==> src/design/usir_pkg.sv <==
// shared constants for the synchronous slave and infrared serial block
package usir_pkg;
   // register offsets (byte addresses)
   localparam logic [7:0] USIR_CTRL_OFF = 8'h00;
   localparam logic [7:0] USIR_BAUD_OFF = 8'h04;
   localparam logic [7:0] USIR_BRG_OFF = 8'h08;
   localparam logic [7:0] USIR_TXDATA_OFF = 8'h0C;
   localparam logic [7:0] USIR_RXDATA_OFF = 8'h10;
   localparam logic [7:0] USIR_STATUS_OFF = 8'h14;
   localparam logic [7:0] USIR_IRQEN_OFF = 8'h18;
   // control register fields
   localparam int USIR_CTRL_SERIAL_PORT_ENABLE_BIT = 0;
   localparam int USIR_CTRL_SYNC_BIT = 1;
   localparam int USIR_CTRL_CLOCK_SOURCE_SELECT_BIT = 2;
   localparam int USIR_CTRL_CONTINUOUS_RECEIVE_ENABLE_BIT = 3;
   localparam int USIR_CTRL_SINGLE_RECEIVE_ENABLE_BIT = 4;
   localparam int USIR_CTRL_TXEN_BIT = 5;
   localparam int USIR_CTRL_TX9_BIT = 6;
   localparam int USIR_CTRL_RX9_BIT = 7;
   localparam int USIR_CTRL_TRANSMIT_NINTH_BIT_VALUE_BIT = 8;
   // baud control register fields
   localparam int USIR_BAUD_MODE16_BIT = 0;
   localparam int USIR_BAUD_INFRARED_ENABLE_BIT = 1;
   localparam int USIR_BAUD_TXPOL_BIT = 2;
   localparam int USIR_BAUD_RXPOL_BIT = 3;
   // status register fields
   localparam int USIR_STAT_TXIF_BIT = 0;
   localparam int USIR_STAT_TRMT_BIT = 1;
   localparam int USIR_STAT_RCIF_BIT = 2;
   localparam int USIR_STAT_OERR_BIT = 3;
   // interrupt enable fields
   localparam int USIR_IRQEN_TX_BIT = 0;
   localparam int USIR_IRQEN_RX_BIT = 1;
   // reset values
   localparam logic [15:0] USIR_BRG_RESET = 16'h0000;
   localparam logic [8:0] USIR_BUF_RESET = 9'h000;
   // frame bit counts, and sub-bit and infrared timing counts in 16x periods
   localparam logic [3:0] USIR_SUB_STEP16 = 4'h1;
   localparam logic [3:0] USIR_SUB_STEP4 = 4'h4;
   localparam logic [3:0] USIR_SUB_LAST16 = 4'hF;
   localparam logic [3:0] USIR_SUB_LAST4 = 4'hC;
   localparam logic [3:0] USIR_IR_PULSE_FIRST = 4'h7;
   localparam logic [3:0] USIR_IR_PULSE_LAST = 4'h9;
   localparam logic [3:0] USIR_IR_HOLD_LAST = 4'hF;
   localparam logic [3:0] USIR_SYNC_BITS8 = 4'h8;
   localparam logic [3:0] USIR_SYNC_BITS9 = 4'h9;
   localparam logic [3:0] USIR_ASYNC_BITS8 = 4'hA;
   localparam logic [3:0] USIR_ASYNC_BITS9 = 4'hB;
endpackage

==> src/design/usir_ir_codec.sv <==
// infrared pulse encoder and falling-edge decoder
`timescale 1ns/10ps
`default_nettype none
module usir_ir_codec
   import usir_pkg::*;
(
   // clock and reset
   input wire logic core_clk_in,
   input wire logic resetn_in,
   // timing from the baud generator
   input wire logic enable_in,
   input wire logic tick16_in,
   input wire logic [3:0] phase_in,
   // transmit side
   input wire logic enc_bit_in,
   input wire logic tx_pol_in,
   output logic enc_out,
   // receive side, already synchronised
   input wire logic rx_in,
   input wire logic rx_pol_in,
   output logic dec_out
);
   typedef struct packed {
      logic enc;
      logic dec;
      logic rx_d;
      logic pend;
      logic [3:0] cnt;
   } usir_codec_s;

   usir_codec_s q, n;
   logic rx_norm;
   logic rx_fall;
   logic pulse;

   assign rx_norm = rx_in ^ rx_pol_in;
   assign rx_fall = q.rx_d & ~rx_norm;
   // a zero bit gets a pulse in periods 7..9, a one bit stays low
   assign pulse = ~enc_bit_in && phase_in >= USIR_IR_PULSE_FIRST
      && phase_in <= USIR_IR_PULSE_LAST;

   always_comb
   begin
      n = q;
      n.rx_d = rx_norm;
      n.enc = pulse ^ tx_pol_in;
      if (!enable_in)
      begin
         n.enc = tx_pol_in;
         n.dec = 1'b1;
         n.pend = 1'b0;
         n.cnt = 4'h0;
      end
      else
      begin
         if (rx_fall)
         begin
            if (q.dec)
            begin
               n.dec = 1'b0;
               n.cnt = 4'h0;
            end
            else
            begin
               n.pend = 1'b1;
            end
         end
         if (!q.dec && tick16_in)
         begin
            n.cnt = q.cnt + 4'h1;
            if (q.cnt == USIR_IR_HOLD_LAST)
            begin
               // an edge seen during the window keeps the line low another 16
               n.cnt = 4'h0;
               n.pend = rx_fall;
               n.dec = ~(q.pend | rx_fall);
            end
         end
      end
   end

   always_ff @(posedge core_clk_in or negedge resetn_in)
   begin
      if (!resetn_in)
      begin
         q <= '{enc: 1'b0, dec: 1'b1, rx_d: 1'b1, pend: 1'b0, cnt: 4'h0};
      end
      else
      begin
         q <= n;
      end
   end

   assign enc_out = q.enc;
   assign dec_out = q.dec;
endmodule // usir_ir_codec
`default_nettype wire

==> src/design/usir_top.sv <==
// synchronous slave serial port with baud clock output and infrared codec
`timescale 1ns/10ps
`default_nettype none
module usir_top
   import usir_pkg::*;
#(
   parameter int BRG_W = 16
)
(
   // clock and reset
   input wire logic core_clk_in,
   input wire logic resetn_in,
   // register port
   input wire logic [7:0] addr_in,
   input wire logic [31:0] wdata_in,
   input wire logic wr_in,
   input wire logic rd_in,
   output logic [31:0] rdata_out,
   // low-power state of the chip
   input wire logic sleep_in,
   input wire logic idle_in,
   output logic wake_out,
   // transmit pin, shift clock input in synchronous mode
   input wire logic tx_pin_in,
   output logic tx_pin_out,
   output logic tx_pin_oe,
   // receive pin, data line in synchronous mode
   input wire logic rx_pin_in,
   output logic rx_pin_out,
   output logic rx_pin_oe,
   // baud clock pin
   output logic bclk_out,
   output logic bclk_oe,
   // decoded infrared stream for the asynchronous receiver
   output logic ir_rx_data_out
);
   if (BRG_W < 2 || BRG_W > 16)
   begin : g_bad_width
      $error("BRG_W must lie between 2 and 16");
   end

   typedef struct packed {
      logic serial_port_enable;
      logic sync;
      logic clock_source_select;
      logic continuous_receive_enable;
      logic single_receive_enable;
      logic txen;
      logic tx9;
      logic rx9;
      logic transmit_ninth_bit_value;
      logic mode16;
      logic infrared_enable;
      logic txpol;
      logic rxpol;
      logic txie;
      logic rcie;
      logic [BRG_W-1:0] brg_val;
      logic [BRG_W-1:0] brg_cnt;
      logic [3:0] sub;
      logic bclk;
      logic [7:0] txbuf;
      logic txfull;
      logic [10:0] transmit_shift_reg;
      logic [3:0] tcnt;
      logic tasync;
      logic [8:0] receive_shift_reg;
      logic [3:0] rcnt;
      logic [8:0] rxbuf;
      logic rcif;
      logic oerr;
      logic ck_s1;
      logic ck_s2;
      logic ck_d;
      logic dt_s1;
      logic dt_s2;
      logic [31:0] rdata;
      logic wake;
   } usir_state_s;

   usir_state_s q, n;

   logic sync_slave;
   logic async_en;
   logic bclk_en;
   logic ir_en;
   logic brg_run;
   logic brg_tick;
   logic bit_tick;
   logic ck_fall;
   logic tbusy;
   logic tx_load;
   logic tx_shift;
   logic rx_done;
   logic [8:0] rsr_next;
   logic [8:0] rx_word;
   logic [3:0] sync_bits;
   logic tx_serial;
   logic ir_enc;
   logic ir_dec;

   function automatic logic hit(input logic [7:0] a, input logic [7:0] off);
      hit = (a == off);
   endfunction

   assign sync_slave = q.serial_port_enable & q.sync & ~q.clock_source_select;
   assign async_en = q.serial_port_enable & ~q.sync;
   assign bclk_en = async_en & q.clock_source_select;
   assign ir_en = async_en & q.infrared_enable & q.mode16;
   // slave mode never runs the generator: the far end owns the shift clock
   assign brg_run = async_en;
   assign brg_tick = brg_run && q.brg_cnt == '0;
   assign bit_tick = brg_tick
      && q.sub == (q.mode16 ? USIR_SUB_LAST16 : USIR_SUB_LAST4);
   assign ck_fall = q.ck_d & ~q.ck_s2;
   assign tbusy = q.tcnt != 4'h0;
   assign sync_bits = q.tx9 ? USIR_SYNC_BITS9 : USIR_SYNC_BITS8;
   // half duplex: a slave with continuous receive set does not transmit;
   // async words wait for a bit boundary so the start bit is never cut short
   assign tx_load = q.txen & q.txfull & ~tbusy
      & (async_en ? bit_tick : (sync_slave & ~q.continuous_receive_enable));
   assign tx_shift = tbusy & (q.tasync ? bit_tick : ck_fall);
   assign rx_done = sync_slave & q.continuous_receive_enable & ck_fall
      && q.rcnt == (q.rx9 ? USIR_SYNC_BITS9 : USIR_SYNC_BITS8) - 4'h1;
   assign rsr_next = {q.dt_s2, q.receive_shift_reg[8:1]};
   assign rx_word = q.rx9 ? rsr_next : {1'b0, rsr_next[8:1]};
   assign tx_serial = tbusy ? q.transmit_shift_reg[0] : 1'b1;

   always_comb
   begin
      n = q;
      n.ck_s1 = tx_pin_in;
      n.ck_s2 = q.ck_s1;
      n.ck_d = q.ck_s2;
      n.dt_s1 = rx_pin_in;
      n.dt_s2 = q.dt_s1;
      n.rdata = 32'h0000_0000;

      // register writes
      if (wr_in)
      begin
         if (hit(addr_in, USIR_CTRL_OFF))
         begin
            n.serial_port_enable = wdata_in[USIR_CTRL_SERIAL_PORT_ENABLE_BIT];
            n.sync = wdata_in[USIR_CTRL_SYNC_BIT];
            n.clock_source_select = wdata_in[USIR_CTRL_CLOCK_SOURCE_SELECT_BIT];
            n.continuous_receive_enable = wdata_in[USIR_CTRL_CONTINUOUS_RECEIVE_ENABLE_BIT];
            n.single_receive_enable = wdata_in[USIR_CTRL_SINGLE_RECEIVE_ENABLE_BIT];
            n.txen = wdata_in[USIR_CTRL_TXEN_BIT];
            n.tx9 = wdata_in[USIR_CTRL_TX9_BIT];
            n.rx9 = wdata_in[USIR_CTRL_RX9_BIT];
            n.transmit_ninth_bit_value = wdata_in[USIR_CTRL_TRANSMIT_NINTH_BIT_VALUE_BIT];
         end
         if (hit(addr_in, USIR_BAUD_OFF))
         begin
            n.mode16 = wdata_in[USIR_BAUD_MODE16_BIT];
            n.infrared_enable = wdata_in[USIR_BAUD_INFRARED_ENABLE_BIT];
            n.txpol = wdata_in[USIR_BAUD_TXPOL_BIT];
            n.rxpol = wdata_in[USIR_BAUD_RXPOL_BIT];
         end
         if (hit(addr_in, USIR_BRG_OFF))
         begin
            n.brg_val = wdata_in[BRG_W-1:0];
         end
         if (hit(addr_in, USIR_IRQEN_OFF))
         begin
            n.txie = wdata_in[USIR_IRQEN_TX_BIT];
            n.rcie = wdata_in[USIR_IRQEN_RX_BIT];
         end
      end

      // baud generator; the baud clock is high for the upper half of each count
      if (!brg_run)
      begin
         n.brg_cnt = q.brg_val;
         n.sub = 4'h0;
      end
      else if (brg_tick)
      begin
         n.brg_cnt = q.brg_val;
         n.sub = q.sub + (q.mode16 ? USIR_SUB_STEP16 : USIR_SUB_STEP4);
      end
      else
      begin
         n.brg_cnt = q.brg_cnt - 1'b1;
      end
      // odd generator values give an even split, even ones cannot
      n.bclk = bclk_en & ~sleep_in
         & (n.brg_cnt > (q.brg_val >> 1));

      // transmit shift register; sleep changes nothing here, so a second
      // queued word waits in the buffer until the first has gone
      if (tx_shift)
      begin
         n.transmit_shift_reg = {1'b1, q.transmit_shift_reg[10:1]};
         n.tcnt = q.tcnt - 4'h1;
      end
      if (!q.serial_port_enable || !q.txen)
      begin
         n.tcnt = 4'h0;
      end
      if (tx_load)
      begin
         n.tasync = async_en;
         n.txfull = 1'b0;
         if (async_en)
         begin
            n.transmit_shift_reg = {1'b1, q.tx9 ? q.transmit_ninth_bit_value : 1'b1, q.txbuf, 1'b0};
            n.tcnt = q.tx9 ? USIR_ASYNC_BITS9 : USIR_ASYNC_BITS8;
         end
         else
         begin
            n.transmit_shift_reg = {2'b11, q.transmit_ninth_bit_value, q.txbuf};
            n.tcnt = sync_bits;
         end
      end
      // a write in the same cycle as a transfer leaves the buffer full
      if (wr_in && hit(addr_in, USIR_TXDATA_OFF))
      begin
         n.txbuf = wdata_in[7:0];
         n.txfull = 1'b1;
      end

      // synchronous slave reception, sampled on the falling shift clock
      if (sync_slave && q.continuous_receive_enable && ck_fall)
      begin
         n.receive_shift_reg = rsr_next;
         n.rcnt = rx_done ? 4'h0 : q.rcnt + 4'h1;
      end
      if (rd_in && hit(addr_in, USIR_RXDATA_OFF))
      begin
         n.rcif = 1'b0;
      end
      if (rx_done)
      begin
         // an unread word is kept; the new one is lost and flagged
         if (q.rcif)
         begin
            n.oerr = 1'b1;
         end
         else
         begin
            n.rxbuf = rx_word;
         end
         n.rcif = 1'b1;
      end
      if (!q.continuous_receive_enable)
      begin
         n.oerr = 1'b0;
         n.rcnt = 4'h0;
      end

      // register reads
      if (rd_in)
      begin
         if (hit(addr_in, USIR_CTRL_OFF))
         begin
            n.rdata[USIR_CTRL_SERIAL_PORT_ENABLE_BIT] = q.serial_port_enable;
            n.rdata[USIR_CTRL_SYNC_BIT] = q.sync;
            n.rdata[USIR_CTRL_CLOCK_SOURCE_SELECT_BIT] = q.clock_source_select;
            n.rdata[USIR_CTRL_CONTINUOUS_RECEIVE_ENABLE_BIT] = q.continuous_receive_enable;
            n.rdata[USIR_CTRL_SINGLE_RECEIVE_ENABLE_BIT] = q.single_receive_enable;
            n.rdata[USIR_CTRL_TXEN_BIT] = q.txen;
            n.rdata[USIR_CTRL_TX9_BIT] = q.tx9;
            n.rdata[USIR_CTRL_RX9_BIT] = q.rx9;
            n.rdata[USIR_CTRL_TRANSMIT_NINTH_BIT_VALUE_BIT] = q.transmit_ninth_bit_value;
         end
         if (hit(addr_in, USIR_BAUD_OFF))
         begin
            n.rdata[USIR_BAUD_MODE16_BIT] = q.mode16;
            n.rdata[USIR_BAUD_INFRARED_ENABLE_BIT] = q.infrared_enable;
            n.rdata[USIR_BAUD_TXPOL_BIT] = q.txpol;
            n.rdata[USIR_BAUD_RXPOL_BIT] = q.rxpol;
         end
         if (hit(addr_in, USIR_BRG_OFF))
         begin
            n.rdata[BRG_W-1:0] = q.brg_val;
         end
         if (hit(addr_in, USIR_TXDATA_OFF))
         begin
            n.rdata[7:0] = q.txbuf;
         end
         if (hit(addr_in, USIR_RXDATA_OFF))
         begin
            n.rdata[8:0] = q.rxbuf;
         end
         if (hit(addr_in, USIR_STATUS_OFF))
         begin
            n.rdata[USIR_STAT_TXIF_BIT] = ~q.txfull;
            n.rdata[USIR_STAT_TRMT_BIT] = ~tbusy;
            n.rdata[USIR_STAT_RCIF_BIT] = q.rcif;
            n.rdata[USIR_STAT_OERR_BIT] = q.oerr;
         end
         if (hit(addr_in, USIR_IRQEN_OFF))
         begin
            n.rdata[USIR_IRQEN_TX_BIT] = q.txie;
            n.rdata[USIR_IRQEN_RX_BIT] = q.rcie;
         end
      end

      // wake request while the chip is in a low-power state
      n.wake = (sleep_in | idle_in)
         & ((~q.txfull & q.txie) | (q.rcif & q.rcie));
   end

   always_ff @(posedge core_clk_in or negedge resetn_in)
   begin
      if (!resetn_in)
      begin
         q <= '0;
         q.brg_val <= USIR_BRG_RESET[BRG_W-1:0];
         q.brg_cnt <= USIR_BRG_RESET[BRG_W-1:0];
         q.rxbuf <= USIR_BUF_RESET;
         q.transmit_shift_reg <= '1;
         q.ck_s1 <= 1'b1;
         q.ck_s2 <= 1'b1;
         q.ck_d <= 1'b1;
         q.dt_s1 <= 1'b1;
         q.dt_s2 <= 1'b1;
      end
      else
      begin
         q <= n;
      end
   end

   usir_ir_codec u_codec (
      .core_clk_in(core_clk_in),
      .resetn_in(resetn_in),
      .enable_in(ir_en),
      .tick16_in(brg_tick),
      .phase_in(q.sub),
      .enc_bit_in(tx_serial),
      .tx_pol_in(q.txpol),
      .enc_out(ir_enc),
      .rx_in(q.dt_s2),
      .rx_pol_in(q.rxpol),
      .dec_out(ir_dec)
   );

   // pins: slave takes the clock on the transmit pin, data on the receive pin
   assign tx_pin_oe = async_en;
   assign tx_pin_out = ir_en ? ir_enc : tx_serial;
   assign rx_pin_oe = sync_slave & q.txen & ~q.continuous_receive_enable;
   assign rx_pin_out = tx_serial;
   assign bclk_oe = bclk_en;
   assign bclk_out = q.bclk;
   assign ir_rx_data_out = ir_dec;
   assign rdata_out = q.rdata;
   assign wake_out = q.wake;
endmodule // usir_top
`default_nettype wire

==> config.mk <==
export PLATFORM = sky130hd
export DESIGN_NAME = usir_top
export DESIGN_NICKNAME = d
export VERILOG_FILES = /design/src/design/usir_pkg.sv /design/src/design/usir_ir_codec.sv /design/src/design/usir_top.sv
export SDC_FILE = /design/constraint.sdc
export NUM_CORES = 1
export LEC_CHECK = 0
export ABC_AREA = 1
export BUFFER_PORTS_ARGS = -buffer_cell sky130_fd_sc_hd__buf_2
export CAP_MARGIN = 10
export CORE_ASPECT_RATIO = 1.1
export CORE_UTILIZATION = 40
export DETAILED_ROUTE_END_ITERATION = 10
export GPL_TIMING_DRIVEN = 0
export PLACE_DENSITY = 0.58
export SKIP_CTS_REPAIR_TIMING = 1
export SYNTH_ARGS = -nofsm -noshare
export SYNTH_HDL_FRONTEND = slang
export SYNTH_SLANG_ARGS = --single-unit
==> constraint.sdc <==
create_clock -name core_clk_in -period 2.35 [get_ports core_clk_in]
set_input_delay 0.3525 -clock core_clk_in [delete_from_list [all_inputs] [get_ports core_clk_in]]
set_output_delay 0.3525 -clock core_clk_in [all_outputs]
set_load 0.01 [all_outputs]
## Word level (Yosys, flattened, before mapping)

Cells that the tools add are included.

- Bits in registers: 131
- Input bits: 48
- Word-level logic and storage cells: 176

- Bitwise operators: 38
- Order comparisons: 3
- $add $sub $neg: 6
- Equal/unequal tests: 15
- Mux-type cells: 45
- Reductions and logical operators: 28

Operators by type and width:

| kind | count |
|---|---|
| $mux 16 | 3 |
| $mux 4 | 8 |
| $mux 9 | 3 |
| $eq 8x5->1 const B | 3 |
| $and 1x1->1 | 22 |
| $mux 20 | 1 |
| $mux 5 | 4 |
| $mux 1 | 18 |
| $mux 17 | 1 |
| $eq 8x4->1 const B | 2 |
| $gt 16x15->1 | 1 |
| $logic_not 16->1 | 1 |
| $sub 16x1->16 const B | 1 |
| $mux 15 | 1 |
| $mux 14 | 1 |
| $reduce_and 2->1 | 7 |
| $not 1->1 | 11 |
| $logic_and 1x1->1 | 10 |
| $add 4x1->4 const B | 2 |
| $eq 4x4->1 | 2 |
| $eq 8x3->1 const B | 1 |
| $logic_not 8->1 | 1 |
| $mux 8 | 1 |
| $sub 4x1->4 const B | 2 |
| other kinds (16) | 28 |

## Longest topological paths before layout

Gate-level depths: netlist (run 1).

- Word-level depth: 10
- Gate-level depth with buffers: 24

## Cells and area by module

A second synthesis (run 1) with hierarchy kept.

- Cells, all modules: 868
- Area, all modules: 6924.1 um^2

Modules (own cells, without submodules):

| module | area an instance (um^2) | sequential area each (um^2) | cells each | times used |
|---|---|---|---|---|
| usir_top | 6452.4 | 3046.7 | 803 | 1 |
| usir_ir_codec | 471.7 | 202.7 | 65 | 1 |

## Worst setup path after synthesis (run 1)

OpenSTA, ideal clock, no wires.

- Path kind: reg2reg
- From: register q[92] (netlist name)
- To: register q (netlist bit bclk_out)
- Arrival: 2521 ps
- Cell stages (with the launch flop): 23
- Path slack: -248 ps
- Required time: 2273 ps
- Library setup time: 77 ps
- Cells stage by stage: dfrtp_1 inv_1 ha_1 nand3_2 inv_2 nand2_2 nor2_8 nor2_2 clkbuf_1 a21oi_1 ha_1 nand2_1 inv_1 nand2_1 nor2_1 nand2_1 nand3_1 nand2_1 nand2_1 nand2_1 nand2_1 nand2_1 a21oi_1

RTL lines:

| item | line | RTL |
|---|---|---|
| start: declaration | usir_top.sv:81 | `usir_state_s q, n;` |
| start signal: assignment | usir_top.sv:323 | `q <= n;` |

==> impl_table.tex, run 1 <==
\begin{tabular}{lr}
\hline
Metric & Value \\
\hline
\multicolumn{2}{l}{\textbf{Critical path}} \\
Number of cells on the critical path & 23 \\
Crit path required time & 2.70 ns \\
Crit path max fanout & 5 \\
Crit path largest cell delay & 0.37 ns \\
First element of the critical path & q[92]\$\_DFF\_PN0\_ \\
Number of cells traversed by the worst register-to-register path & 23 \\
Setup crit start kind & flip-flop \\
Worst setup slack for register-to-register paths & -0.29 ns \\
Crit-path leading delay family & simple AND/OR/NAND/NOR gates \\
Worst setup endpoint & bclk\_out\$\_DFF\_PN0\_ \\
Critical path capture point type & flip-flop \\
Buf/Inv on CP & 5 \\
Startpoint-to-endpoint class of the critical path & reg2reg \\
Worst path slowest cell & dfrtp\_1 \\
Most used cell along the critical path & nand2\_1 \\
Worst reg2reg path startpoint & q[92]\$\_DFF\_PN0\_ \\
CP arrival & 2.99 ns \\
CP cell instances & inv\_2 > ha\_4 > nand3\_4 > inv\_4 > nand2\_8 > nor2\_8 > nor2\_4 > buf\_6 > buf\_4 > nand2\_1 > o21ai\_1 > inv\_1 > ha\_4 > nand4\_1 > nor2\_2 > nand2\_1 > nand3\_1 > nand2\_1 > nand2\_1 > nand2\_1 > nand2\_1 > nand2\_2 > a21oi\_2 \\
Critical register-to-register path endpoint & bclk\_out\$\_DFF\_PN0\_ \\
\multicolumn{2}{l}{\textbf{Detailed routing}} \\
Routed length per placed instance & 13.8 µm \\
Final wirelength & 16100 µm \\
Antenna-violating nets left & 0 \\
Average via count per standard cell & 4.76 \\
Total number of vias & 5557 \\
DRC Markers & 0 \\
First-pass detailed-route iteration total & 5 \\
First-iteration detailed-routing DRC count & 341 \\
\multicolumn{2}{l}{\textbf{CTS}} \\
Clk Tree Root Cell & clkbuf\_16 \\
Clock Path Buffers & 2 \\
CTS tree & done \\
Sinks on Clock Net & 129 \\
Deepest level of the CTS H-tree & 4 \\
Clock transition at the registers of the reported paths & 0.05 ns \\
TritonCTS Buffers & 17 \\
Clock Latency Late Sink & 0.42 ns \\
\multicolumn{2}{l}{\textbf{Cells and area}} \\
Register Area & 3250 µm² \\
Post-Layout Cell Count & 1167 \\
Post-Route Utilization & 50.6\% \\
Most frequent cells in the layout & 229 x nand2\_1, 112 x dfrtp\_1, 97 x inv\_1 \\
Area overhead of the layout relative to synthesis & 22.4\% \\
Final-stage net count & 1021 \\
Antenna fix cells & 0 \\
Most common library cell in the layout ignoring fill and taps & nand2\_1 \\
Total area of multi-input combinational cells & 3010 µm² \\
Proportion of layout cells with a drive suffix above 1 & 22.0\% \\
Layout filler cell count & 1597 \\
\multicolumn{2}{l}{\textbf{Timing}} \\
Setup repair after global routing missed its margin & true \\
Final-layout worst hold slack & 0.0331 ns \\
Time the worst path needs with I/O delays and setup & 2.64 ns \\
FMAX & 379 MHz \\
Total Neg Setup Slack & -0.290 ns \\
Maximum clock skew at final layout & 0.00815 ns \\
Final number of hold-violating endpoints & 0 \\
Final slew viol count & 0 \\
Normalized max-slew margin & 45.7\% \\
Tcrit/Tclk final & 112\% \\
Final setup viols & 1 \\
Final Worst Setup Slack & -0.290 ns \\
Transition at the pin with the smallest max-transition slack & 0.807 ns \\
\multicolumn{2}{l}{\textbf{Worst hold path}} \\
Worst min-delay path category & in2reg \\
Hold path startpoint & rx\_pin\_in \\
\multicolumn{2}{l}{\textbf{Floorplan}} \\
Number of top-level pins & 88 \\
Cell row count & 49 \\
Die outline width & 127 µm \\
Core ar. & 16500 µm² \\
Total Die Area & 17600 µm² \\
Initial Utilization & 41.4\% \\
Die outline height & 139 µm \\
\multicolumn{2}{l}{\textbf{GRT}} \\
GRT Resource Usage Total & 19.3\% \\
Maximum number of pins on one net before global-route repair & 66 \\
Vias in the first global route & 5254 \\
Global-route wire length before repair & 26200 µm \\
Met1 track utilization from global routing & 24.4\% \\
Initial antenna violation count & 0 \\
Met3 Track Usage GR & 4.48\% \\
Global Route met2 Usage & 32.2\% \\
Sum of overflow across all layers after global routing & 0 \\
GRT busiest layer & met2 \\
\multicolumn{2}{l}{\textbf{Synthesis}} \\
Share of the yosys chip area belonging to registers & 47.6\% \\
Avg Synthesized Cell Area & 8.16 µm² \\
Post-synthesis instance area & 6820 µm² \\
Number of distinct library cells after synthesis & 45 \\
Number of instances in the synthesized netlist & 836 \\
\#FFs+latches synth & 129 \\
Main synth FF type & dfrtp\_1 \\
Fraction of post-synthesis cell area in the top cell type by area & 41.1\% \\
Largest area contributor in the synthesized netlist & dfrtp\_1 \\
Ys Warns & 0 \\
Post-synthesis async set-or-reset flop share & 100\% \\
Cell types occupying the most area after synthesis & dfrtp\_1 41\%, nand2\_1 13\%, dfstp\_2 6.5\% \\
Count of flip-flops with a built-in enable after synthesis & 0 \\
\multicolumn{2}{l}{\textbf{Power and ir drop}} \\
Peak supply drop & 0.000516 V \\
Total power divided by cell area & 660 nW/µm² \\
Leakage power & 4.22 nW \\
\multicolumn{2}{l}{\textbf{Placement}} \\
Cell total after placement & 1111 \\
Setup Slack @ Placement & -0.535 ns \\
Final HPWL from detailed placement & 11800 µm \\
Number of input and output port buffers inserted & 55 \\
Weighted congestion at the end of routability-driven global placement & 0.853 \\
\multicolumn{2}{l}{\textbf{Status}} \\
Outcome & finished, violations left \\
Failing checks & setup timing \\
\multicolumn{2}{l}{\textbf{Job}} \\
Max-capacitance violation count & 0 \\
\hline
\end{tabular}
-- layer usage --
| metal | up-vias | share of wire, % |
|---|---|---|
| met4 | 0 | 2.1 |
| met3 | 25 | 3.3 |
| met2 | 96 | 49 |
| li1 | 2869 | - |
| met1 | 2567 | 46 |
| met5 | - | 0 |
-- kinds of logic after synthesis --
logic type      after synthesis  synth area share (%)
compound gates              157                  12.9
other cells                   1                0.0550
simple gates                356                  22.7
xor+xnor                     16                  2.05
flops                       129                  47.6
buf+inv                     155                  10.6
fa+ha+maj                    22                  4.04
-- per-stage QoR --
step	instance area, µm²	power, mW
floorplan	6950	2.76
global placement	7480	2.93
detailed placement	7520	2.95
CTS	8070	5.48
global route	8350	5.76
finish	8350	5.51
-- worst min path at each step --
stage,end,slack [ns],cells past startpoint
6_report,n[33]$_DFF_PN1_,0.03,1
5_1_grt,n[36]$_DFF_PN1_,0.02,1
4_1_cts,u_codec.q[0]$_DFFE_PN0P_,-0.06,1
3_5_place_dp,n[35]$_DFF_PN1_,0.35,0
3_3_place_gp,n[35]$_DFF_PN1_,0.35,0
2_1_floorplan,bclk_out$_DFF_PN0_,0.06,0
-- cell type report --
type,count,area share (%)
clock inverters,7,1.00
flip-flops and latches,129,38.9
repair buffers,81,6.28
clock buffers,24,5.65
multi-input cells,567,36.1
inverters,106,4.89
well taps,204,3.06
plain buffers,49,4.12
-- power by group --
part / switching (mW) / internal [mW]
registers: 0.0635 / 2.30
logic: 0.372 / 0.266
clock network: 0.918 / 1.60
-- sequential cells by signal, summed over array words and instances (netlist names) --
| signal | cells |
|---|---|
| u_codec.q | 6 |
| n | 3 |
| u_codec.dec_out | 1 |
| u_codec.enc_out | 1 |
| q | 100 |
| wake_out | 1 |
| bclk_out | 1 |
| rdata_out | 16 |
-- synthesized netlist by cell type, drive strengths merged, types with 10 or more instances --
cell type and number:
a21oi 34, nand2 238, dfstp 17, nor3 10
clkbuf 11, o21ai 90, buf 38, ha 22
o21a 11, nand3 32, dfrtp 112, inv 106
nor2 66
No activity file was read; power rests on OpenSTA's default activity.
==> run 2: changes to the inputs <==
- PLACE_DENSITY: 0.58 -> 0.69
==> impl_table.tex, run 2 (same netlist as run 1, synthesis figures left out) <==
\begin{tabular}{lr}
\hline
Metric & Value \\
\hline
\multicolumn{2}{l}{\textbf{Detailed routing}} \\
Average via count per standard cell & 4.92 (+3.4\%) \\
Total met3 wirelength after detailed routing & 834 µm (+56\%) \\
DRC Markers & 0 (unchanged) \\
Length of routed met2 wiring & 8020 µm (+1.8\%) \\
First-iteration detailed-routing DRC count & 494 (+45\%) \\
Highest metal layer with signal wires & met4 \\
Final wirelength & 16300 µm (+1.1\%) \\
Routed length per placed instance & 14.1 µm (+1.6\%) \\
Total number of vias & 5717 (+2.9\%) \\
Antenna-violating nets left & 0 (unchanged) \\
Detailed-route wire length on metal 1 & 7120 µm (-3.7\%) \\
First-pass detailed-route iteration total & 5 (unchanged) \\
\multicolumn{2}{l}{\textbf{Cells and area}} \\
Final-stage net count & 1014 (-0.69\%) \\
Register bank with the most flops & q \\
Proportion of layout cells with a drive suffix above 1 & 22.4\% (+0.35 points) \\
Layout filler cell count & 1482 (-7.2\%) \\
Flip-flop count of the largest register after layout & 100 (unchanged) \\
Most common library cell in the layout ignoring fill and taps & nand2\_1 \\
Area of all placed cells without fillers & 8370 µm² (+0.30\%) \\
Area overhead of the layout relative to synthesis & 22.7\% \\
Antenna fix cells & 0 (unchanged) \\
Most frequent cells in the layout & 228 x nand2\_1, 111 x dfrtp\_1, 97 x inv\_1 \\
\multicolumn{2}{l}{\textbf{Power and ir drop}} \\
Post-layout total power & 5.56 mW (+0.94\%) \\
Sw frac & 26.1\% (+1.6 points) \\
Sequential share of power & 42.4\% (-0.4 points) \\
Int Power & 4.11 mW (-1.2\%) \\
Switching component of the power & 1.46 mW (+7.5\%) \\
Clock network power share & 46.0\% (+0.4 points) \\
Leakage power & 4.18 nW (-1.0\%) \\
Comb power frac & 11.6\% (about the same) \\
Total power divided by cell area & 665 nW/µm² (+0.64\%) \\
Peak supply drop & 0.000526 V (+1.9\%) \\
\multicolumn{2}{l}{\textbf{GRT}} \\
Global-route wire length before repair & 26300 µm (+0.55\%) \\
GRT Resource Usage Total & 19.1\% (-0.15 points) \\
Maximum number of pins on one net before global-route repair & 83 (+26\%) \\
Vias in the first global route & 5349 (+1.8\%) \\
Initial antenna violation count & 0 (unchanged) \\
Sum of overflow across all layers after global routing & 0 (unchanged) \\
\multicolumn{2}{l}{\textbf{Timing}} \\
Final Worst Setup Slack & -0.340 ns (-0.0495 ns) \\
Transition at the pin with the smallest max-transition slack & 0.837 ns (+0.0296 ns) \\
Final setup viols & 1 (unchanged) \\
Normalized max-slew margin & 43.7\% (-2.0 points) \\
Time the worst path needs with I/O delays and setup & 2.69 ns (+0.0495 ns) \\
Total Neg Setup Slack & -0.340 ns (-0.0495 ns) \\
Final number of hold-violating endpoints & 0 (unchanged) \\
FMAX & 372 MHz (-1.8\%) \\
Final-layout worst hold slack & 0.0280 ns (-0.00512 ns) \\
Tcrit/Tclk final & 114\% (+2.1 points) \\
Setup repair after global routing missed its margin & true \\
Final slew viol count & 0 (unchanged) \\
Maximum clock skew at final layout & 0.00789 ns (-0.000262 ns) \\
\multicolumn{2}{l}{\textbf{CTS}} \\
Clock Path Buffers & 2 (unchanged) \\
Clock transition at the registers of the reported paths & 0.06 ns (about the same) \\
TritonCTS Buffers & 17 (unchanged) \\
CTS tree & done \\
Sinks on Clock Net & 129 (unchanged) \\
Deepest level of the CTS H-tree & 4 (unchanged) \\
Clk Tree Root Cell & clkbuf\_16 \\
Clock Latency Late Sink & 0.42 ns (about the same) \\
\multicolumn{2}{l}{\textbf{Critical path}} \\
Crit path max fanout & 7 (+2) \\
Startpoint-to-endpoint class of the critical path & reg2reg \\
Critical path capture point type & flip-flop \\
Crit path required time & 2.70 ns (about the same) \\
CP arrival & 3.03 ns (+0.04 ns) \\
Most used cell along the critical path & nand2\_1 \\
Crit path largest cell delay & 0.37 ns (about the same) \\
Number of cells traversed by the worst register-to-register path & 21 (-8.7\%) \\
Critical register-to-register path endpoint & bclk\_out\$\_DFF\_PN0\_ \\
CP cell instances & inv\_2 > ha\_4 > nand3\_4 > inv\_4 > nand2\_4 > nor2\_8 > nor2\_4 > clkinv\_4 > o21ai\_2 > inv\_2 > ha\_4 > nand4\_1 > nor2\_4 > nand2\_1 > nand3\_1 > nand2\_1 > nand2\_1 > nand2\_1 > nand2\_1 > nand2\_2 > a21oi\_2 \\
Worst reg2reg path startpoint & q[92]\$\_DFF\_PN0\_ \\
Setup crit start kind & flip-flop \\
Worst setup slack for register-to-register paths & -0.34 ns (-0.05 ns) \\
Worst path slowest cell & dfrtp\_1 \\
\multicolumn{2}{l}{\textbf{Placement}} \\
Final HPWL from detailed placement & 11600 µm (-1.7\%) \\
Number of input and output port buffers inserted & 55 (unchanged) \\
Placed Area & 7520 µm² (unchanged) \\
Weighted congestion at the end of routability-driven global placement & 0.897 (+5.2\%) \\
Setup Slack @ Placement & -0.474 ns (+0.0614 ns) \\
\multicolumn{2}{l}{\textbf{Job}} \\
Max-capacitance violation count & 0 (unchanged) \\
\multicolumn{2}{l}{\textbf{Floorplan}} \\
Die outline height & 139 µm (unchanged) \\
Total Die Area & 17600 µm² (unchanged) \\
Die outline width & 127 µm (unchanged) \\
Initial Utilization & 41.4\% (unchanged) \\
Core ar. & 16500 µm² (unchanged) \\
Number of top-level pins & 88 (unchanged) \\
Cell row count & 49 (unchanged) \\
\multicolumn{2}{l}{\textbf{Worst hold path}} \\
Hold path startpoint & rx\_pin\_in \\
Capture endpoint of the worst hold path & n[33]\$\_DFF\_PN1\_ \\
Worst min-delay path category & in2reg \\
Depth of the worst hold-timing path & 1 (unchanged) \\
\multicolumn{2}{l}{\textbf{Status}} \\
Outcome & finished, violations left \\
Failing checks & setup timing \\
\hline
\end{tabular}
[run 2: cell types whose count changed in the layout (fill, tap and decap cells not counted), moves of 3 or more]
| cell | change |
|---|---|
| clkbuf_1 | -3 |
| buf_4 | -8 |
| nor2_4 | +3 |
| clkinv_4 | +3 |
| clkinvlp_4 | +5 |
[run 2: metal layers]
layer  track usage [%]  vias to the layer above
li1                  -                     2854
met1              24.3                     2668
met2              31.7                      169
met3              4.48                       26
met4              6.98                        0
met5                 0                        -
[run 2: area by class of cell]
type | count | area [µm²] | area share, %
Timing Repair Buffer | 73 | 478 | 5.71
Clock inverter | 13 | 139 | 1.66
Sequential cell | 129 | 3250 | 38.8
Tap cell | 204 | 255 | 3.05
Inverter | 106 | 408 | 4.87
Clock buffer | 19 | 433 | 5.17
Buffer | 49 | 348 | 4.15
Multi-Input combinational cell | 568 | 3060 | 36.6
[run 2: power groups by stage]
stage | sequential [mW] | clock (mW) | combinational (mW)
final | 2.36 | 2.56 | 0.644
after global placement | 2.39 | 0 | 0.532
after floorplan | 2.38 | 0 | 0.379
after detailed placement | 2.39 | 0 | 0.547
after CTS | 2.36 | 2.60 | 0.553
after global routing | 2.37 | 2.72 | 0.721
[run 2: worst max-delay path by stage]
stage                                  end             from  cells after the start  slack (ns)
floorplan               bclk_out$_DFF_PN0_  q[92]$_DFF_PN0_                     23      -0.001
CTS                     bclk_out$_DFF_PN0_  q[92]$_DFF_PN0_                     22       -0.51
finish                  bclk_out$_DFF_PN0_  q[92]$_DFF_PN0_                     21       -0.34
global placement    rdata_out[1]$_DFF_PN0_        resetn_in                      1       -0.81
detailed placement      bclk_out$_DFF_PN0_  q[92]$_DFF_PN0_                     21       -0.47
global route            bclk_out$_DFF_PN0_  q[92]$_DFF_PN0_                     23       -0.52
[run 2: through the flow]
step | std cells | utilization, %
after global placement | 1110 | 45.4
final | 1161 | 50.8
after global routing | 1161 | 50.8
after floorplan | 851 | -
after CTS | 1143 | 49.1
after detailed placement | 1111 | 45.6
[run 2: worst max-delay path: cells and delay by family (launching register included)]
family                   cells  cell delay [ns]
AND/OR/NAND/NOR             13             1.21
adder cells (fa/ha/maj)      2             0.45
flip-flops                   1             0.37
buffers and inverters        4             0.31
AO/OA/AOI/OAI                2             0.27
==> run 3: changes to the inputs <==
- PLACE_DENSITY: 0.69 -> default
- PLACE_DENSITY_LB_ADDON: default -> 0.12
==> impl_table.tex, run 3 (same netlist as run 1, synthesis figures left out) <==
\begin{tabular}{lr}
\hline
Metric & Value \\
\hline
\multicolumn{2}{l}{\textbf{Status}} \\
Outcome & finished, violations left \\
Failing checks & setup timing \\
\multicolumn{2}{l}{\textbf{Critical path}} \\
Buf/Inv on CP & 5 (+1) \\
Number of cells traversed by the worst register-to-register path & 24 (+14\%) \\
Worst path slowest cell & dfrtp\_1 \\
Crit path max fanout & 7 (unchanged) \\
Crit-path leading delay family & simple AND/OR/NAND/NOR gates \\
Setup crit start kind & flip-flop \\
Most used cell along the critical path & nand2\_1 \\
Crit path largest cell delay & 0.38 ns (about the same) \\
Startpoint-to-endpoint class of the critical path & reg2reg \\
Critical register-to-register path endpoint & bclk\_out\$\_DFF\_PN0\_ \\
Worst setup slack for register-to-register paths & -0.36 ns (-0.02 ns) \\
CP arrival & 3.05 ns (+0.02 ns) \\
Critical path capture point type & flip-flop \\
Crit path required time & 2.69 ns (about the same) \\
CP cell instances & inv\_2 > ha\_4 > nand3\_4 > inv\_2 > nand2\_4 > nor2\_8 > nor2\_4 > buf\_8 > buf\_6 > nor2\_4 > a21oi\_2 > ha\_1 > nand2\_1 > inv\_1 > nand2\_4 > nor2\_4 > nand2\_2 > nand3\_2 > nand2\_1 > nand2\_1 > nand2\_1 > nand2\_1 > nand2\_1 > a21oi\_2 \\
Worst reg2reg path startpoint & q[92]\$\_DFF\_PN0\_ \\
\multicolumn{2}{l}{\textbf{Floorplan}} \\
Cell row count & 49 (unchanged) \\
Total Die Area & 17600 µm² (unchanged) \\
Core ar. & 16500 µm² (unchanged) \\
Initial Utilization & 41.4\% (unchanged) \\
Die outline width & 127 µm (unchanged) \\
Die outline height & 139 µm (unchanged) \\
Number of top-level pins & 88 (unchanged) \\
\multicolumn{2}{l}{\textbf{Detailed routing}} \\
Length of routed met2 wiring & 8320 µm (+3.8\%) \\
Final wirelength & 16600 µm (+1.9\%) \\
Antenna-violating nets left & 0 (unchanged) \\
Total number of vias & 5600 (-2.0\%) \\
Routed length per placed instance & 14.3 µm (+1.7\%) \\
Detailed-route wire length on metal 1 & 7540 µm (+6.0\%) \\
First-iteration detailed-routing DRC count & 264 (-47\%) \\
Average via count per standard cell & 4.81 (-2.3\%) \\
DRC Markers & 0 (unchanged) \\
First-pass detailed-route iteration total & 4 (-1) \\
Total met3 wirelength after detailed routing & 446 µm (-47\%) \\
Highest metal layer with signal wires & met4 \\
\multicolumn{2}{l}{\textbf{Timing}} \\
Time the worst path needs with I/O delays and setup & 2.71 ns (+0.0226 ns) \\
Normalized max-slew margin & 49.2\% (+5.5 points) \\
Final number of hold-violating endpoints & 0 (unchanged) \\
Tcrit/Tclk final & 115\% (+0.96 points) \\
Final Worst Setup Slack & -0.362 ns (-0.0226 ns) \\
Final setup viols & 1 (unchanged) \\
Final slew viol count & 0 (unchanged) \\
Transition at the pin with the smallest max-transition slack & 0.755 ns (-0.0814 ns) \\
Setup repair after global routing missed its margin & true \\
Maximum clock skew at final layout & 0.00711 ns (-0.000781 ns) \\
Total Neg Setup Slack & -0.362 ns (-0.0226 ns) \\
FMAX & 369 MHz (-0.83\%) \\
\multicolumn{2}{l}{\textbf{Worst hold path}} \\
Hold path startpoint & rx\_pin\_in \\
Depth of the worst hold-timing path & 1 (unchanged) \\
Worst min-delay path category & in2reg \\
Capture endpoint of the worst hold path & n[33]\$\_DFF\_PN1\_ \\
\multicolumn{2}{l}{\textbf{Cells and area}} \\
Most frequent cells in the layout & 227 x nand2\_1, 110 x dfrtp\_1, 96 x inv\_1 \\
Final-stage net count & 1017 (+0.30\%) \\
Most common library cell in the layout ignoring fill and taps & nand2\_1 \\
Area of all placed cells without fillers & 8450 µm² (+0.94\%) \\
Flip-flop count of the largest register after layout & 100 (unchanged) \\
Area overhead of the layout relative to synthesis & 23.9\% \\
Register bank with the most flops & q \\
Proportion of layout cells with a drive suffix above 1 & 23.3\% (+0.97 points) \\
Antenna fix cells & 0 (unchanged) \\
Post-Layout Cell Count & 1164 (+0.26\%) \\
\multicolumn{2}{l}{\textbf{CTS}} \\
Clock Latency Late Sink & 0.42 ns (about the same) \\
CTS tree & done \\
Sinks on Clock Net & 129 (unchanged) \\
TritonCTS Buffers & 17 (unchanged) \\
Clock Path Buffers & 2 (unchanged) \\
Clock transition at the registers of the reported paths & 0.06 ns (about the same) \\
Deepest level of the CTS H-tree & 4 (unchanged) \\
Clk Tree Root Cell & clkbuf\_16 \\
\multicolumn{2}{l}{\textbf{GRT}} \\
Vias in the first global route & 5374 (+0.47\%) \\
Maximum number of pins on one net before global-route repair & 97 (+17\%) \\
Global-route wire length before repair & 26900 µm (+2.4\%) \\
Sum of overflow across all layers after global routing & 0 (unchanged) \\
Initial antenna violation count & 0 (unchanged) \\
GRT Resource Usage Total & 19.9\% (+0.75 points) \\
\multicolumn{2}{l}{\textbf{Placement}} \\
Final HPWL from detailed placement & 12400 µm (+6.8\%) \\
Cell total after placement & 1111 (unchanged) \\
Number of input and output port buffers inserted & 55 (unchanged) \\
Placed Area & 7520 µm² (unchanged) \\
Weighted congestion at the end of routability-driven global placement & 0.880 (-1.9\%) \\
\multicolumn{2}{l}{\textbf{Job}} \\
Max-capacitance violation count & 0 (unchanged) \\
\multicolumn{2}{l}{\textbf{Power and ir drop}} \\
Post-layout total power & 5.90 mW (+5.9\%) \\
Leakage power & 4.26 nW (+2.0\%) \\
Peak supply drop & 0.000448 V (-15\%) \\
Total power divided by cell area & 698 nW/µm² (+4.9\%) \\
\hline
\end{tabular}
run 3: metrics by stage:
| stage | hold slack (ns) | util [%] | worst slack [ns] |
|---|---|---|---|
| finish | 0.0281 | 51.2 | -0.362 |
| detailed placement | 0.269 | 45.6 | -0.506 |
| floorplan | 0.0569 | - | -0.00104 |
| global route | 0.00552 | 51.2 | -0.540 |
| CTS | -0.178 | 49.5 | -0.528 |
| global placement | 0.347 | 45.4 | -0.941 |
run 3: worst max path at each step:
stage,depth (start not counted),to,start
after floorplan,23,bclk_out$_DFF_PN0_,q[92]$_DFF_PN0_
after global placement,1,u_codec.q[3]$_DFFE_PN0P_,resetn_in
after detailed placement,23,bclk_out$_DFF_PN0_,q[92]$_DFF_PN0_
after CTS,23,bclk_out$_DFF_PN0_,q[92]$_DFF_PN0_
after global routing,21,bclk_out$_DFF_PN0_,q[92]$_DFF_PN0_
final,24,bclk_out$_DFF_PN0_,q[92]$_DFF_PN0_
run 3: report_power, final:
group	leakage (nW)	switching [mW]	total (mW)	internal, mW
registers	1.65	0.0632	2.36	2.29
clock network	0.314	0.963	2.90	1.93
logic	2.29	0.379	0.640	0.261
run 3: area by class of cell:
cell class	instances	area (µm²)
Buffer	49	348
Clock buffer	22	464
Multi-Input combinational cell	567	3060
Clock inverter	10	181
Sequential cell	129	3250
Timing Repair Buffer	77	490
Tap cell	204	255
Fill cell	1562	8040
Inverter	106	400
run 3: routing by layer:
metal / GRT usage, % / vias to the layer above
met2: 33.5 / 95
met5: 0 / -
met1: 25.1 / 2614
met3: 3.70 / 27
li1: - / 2864
met4: 7.99 / 0
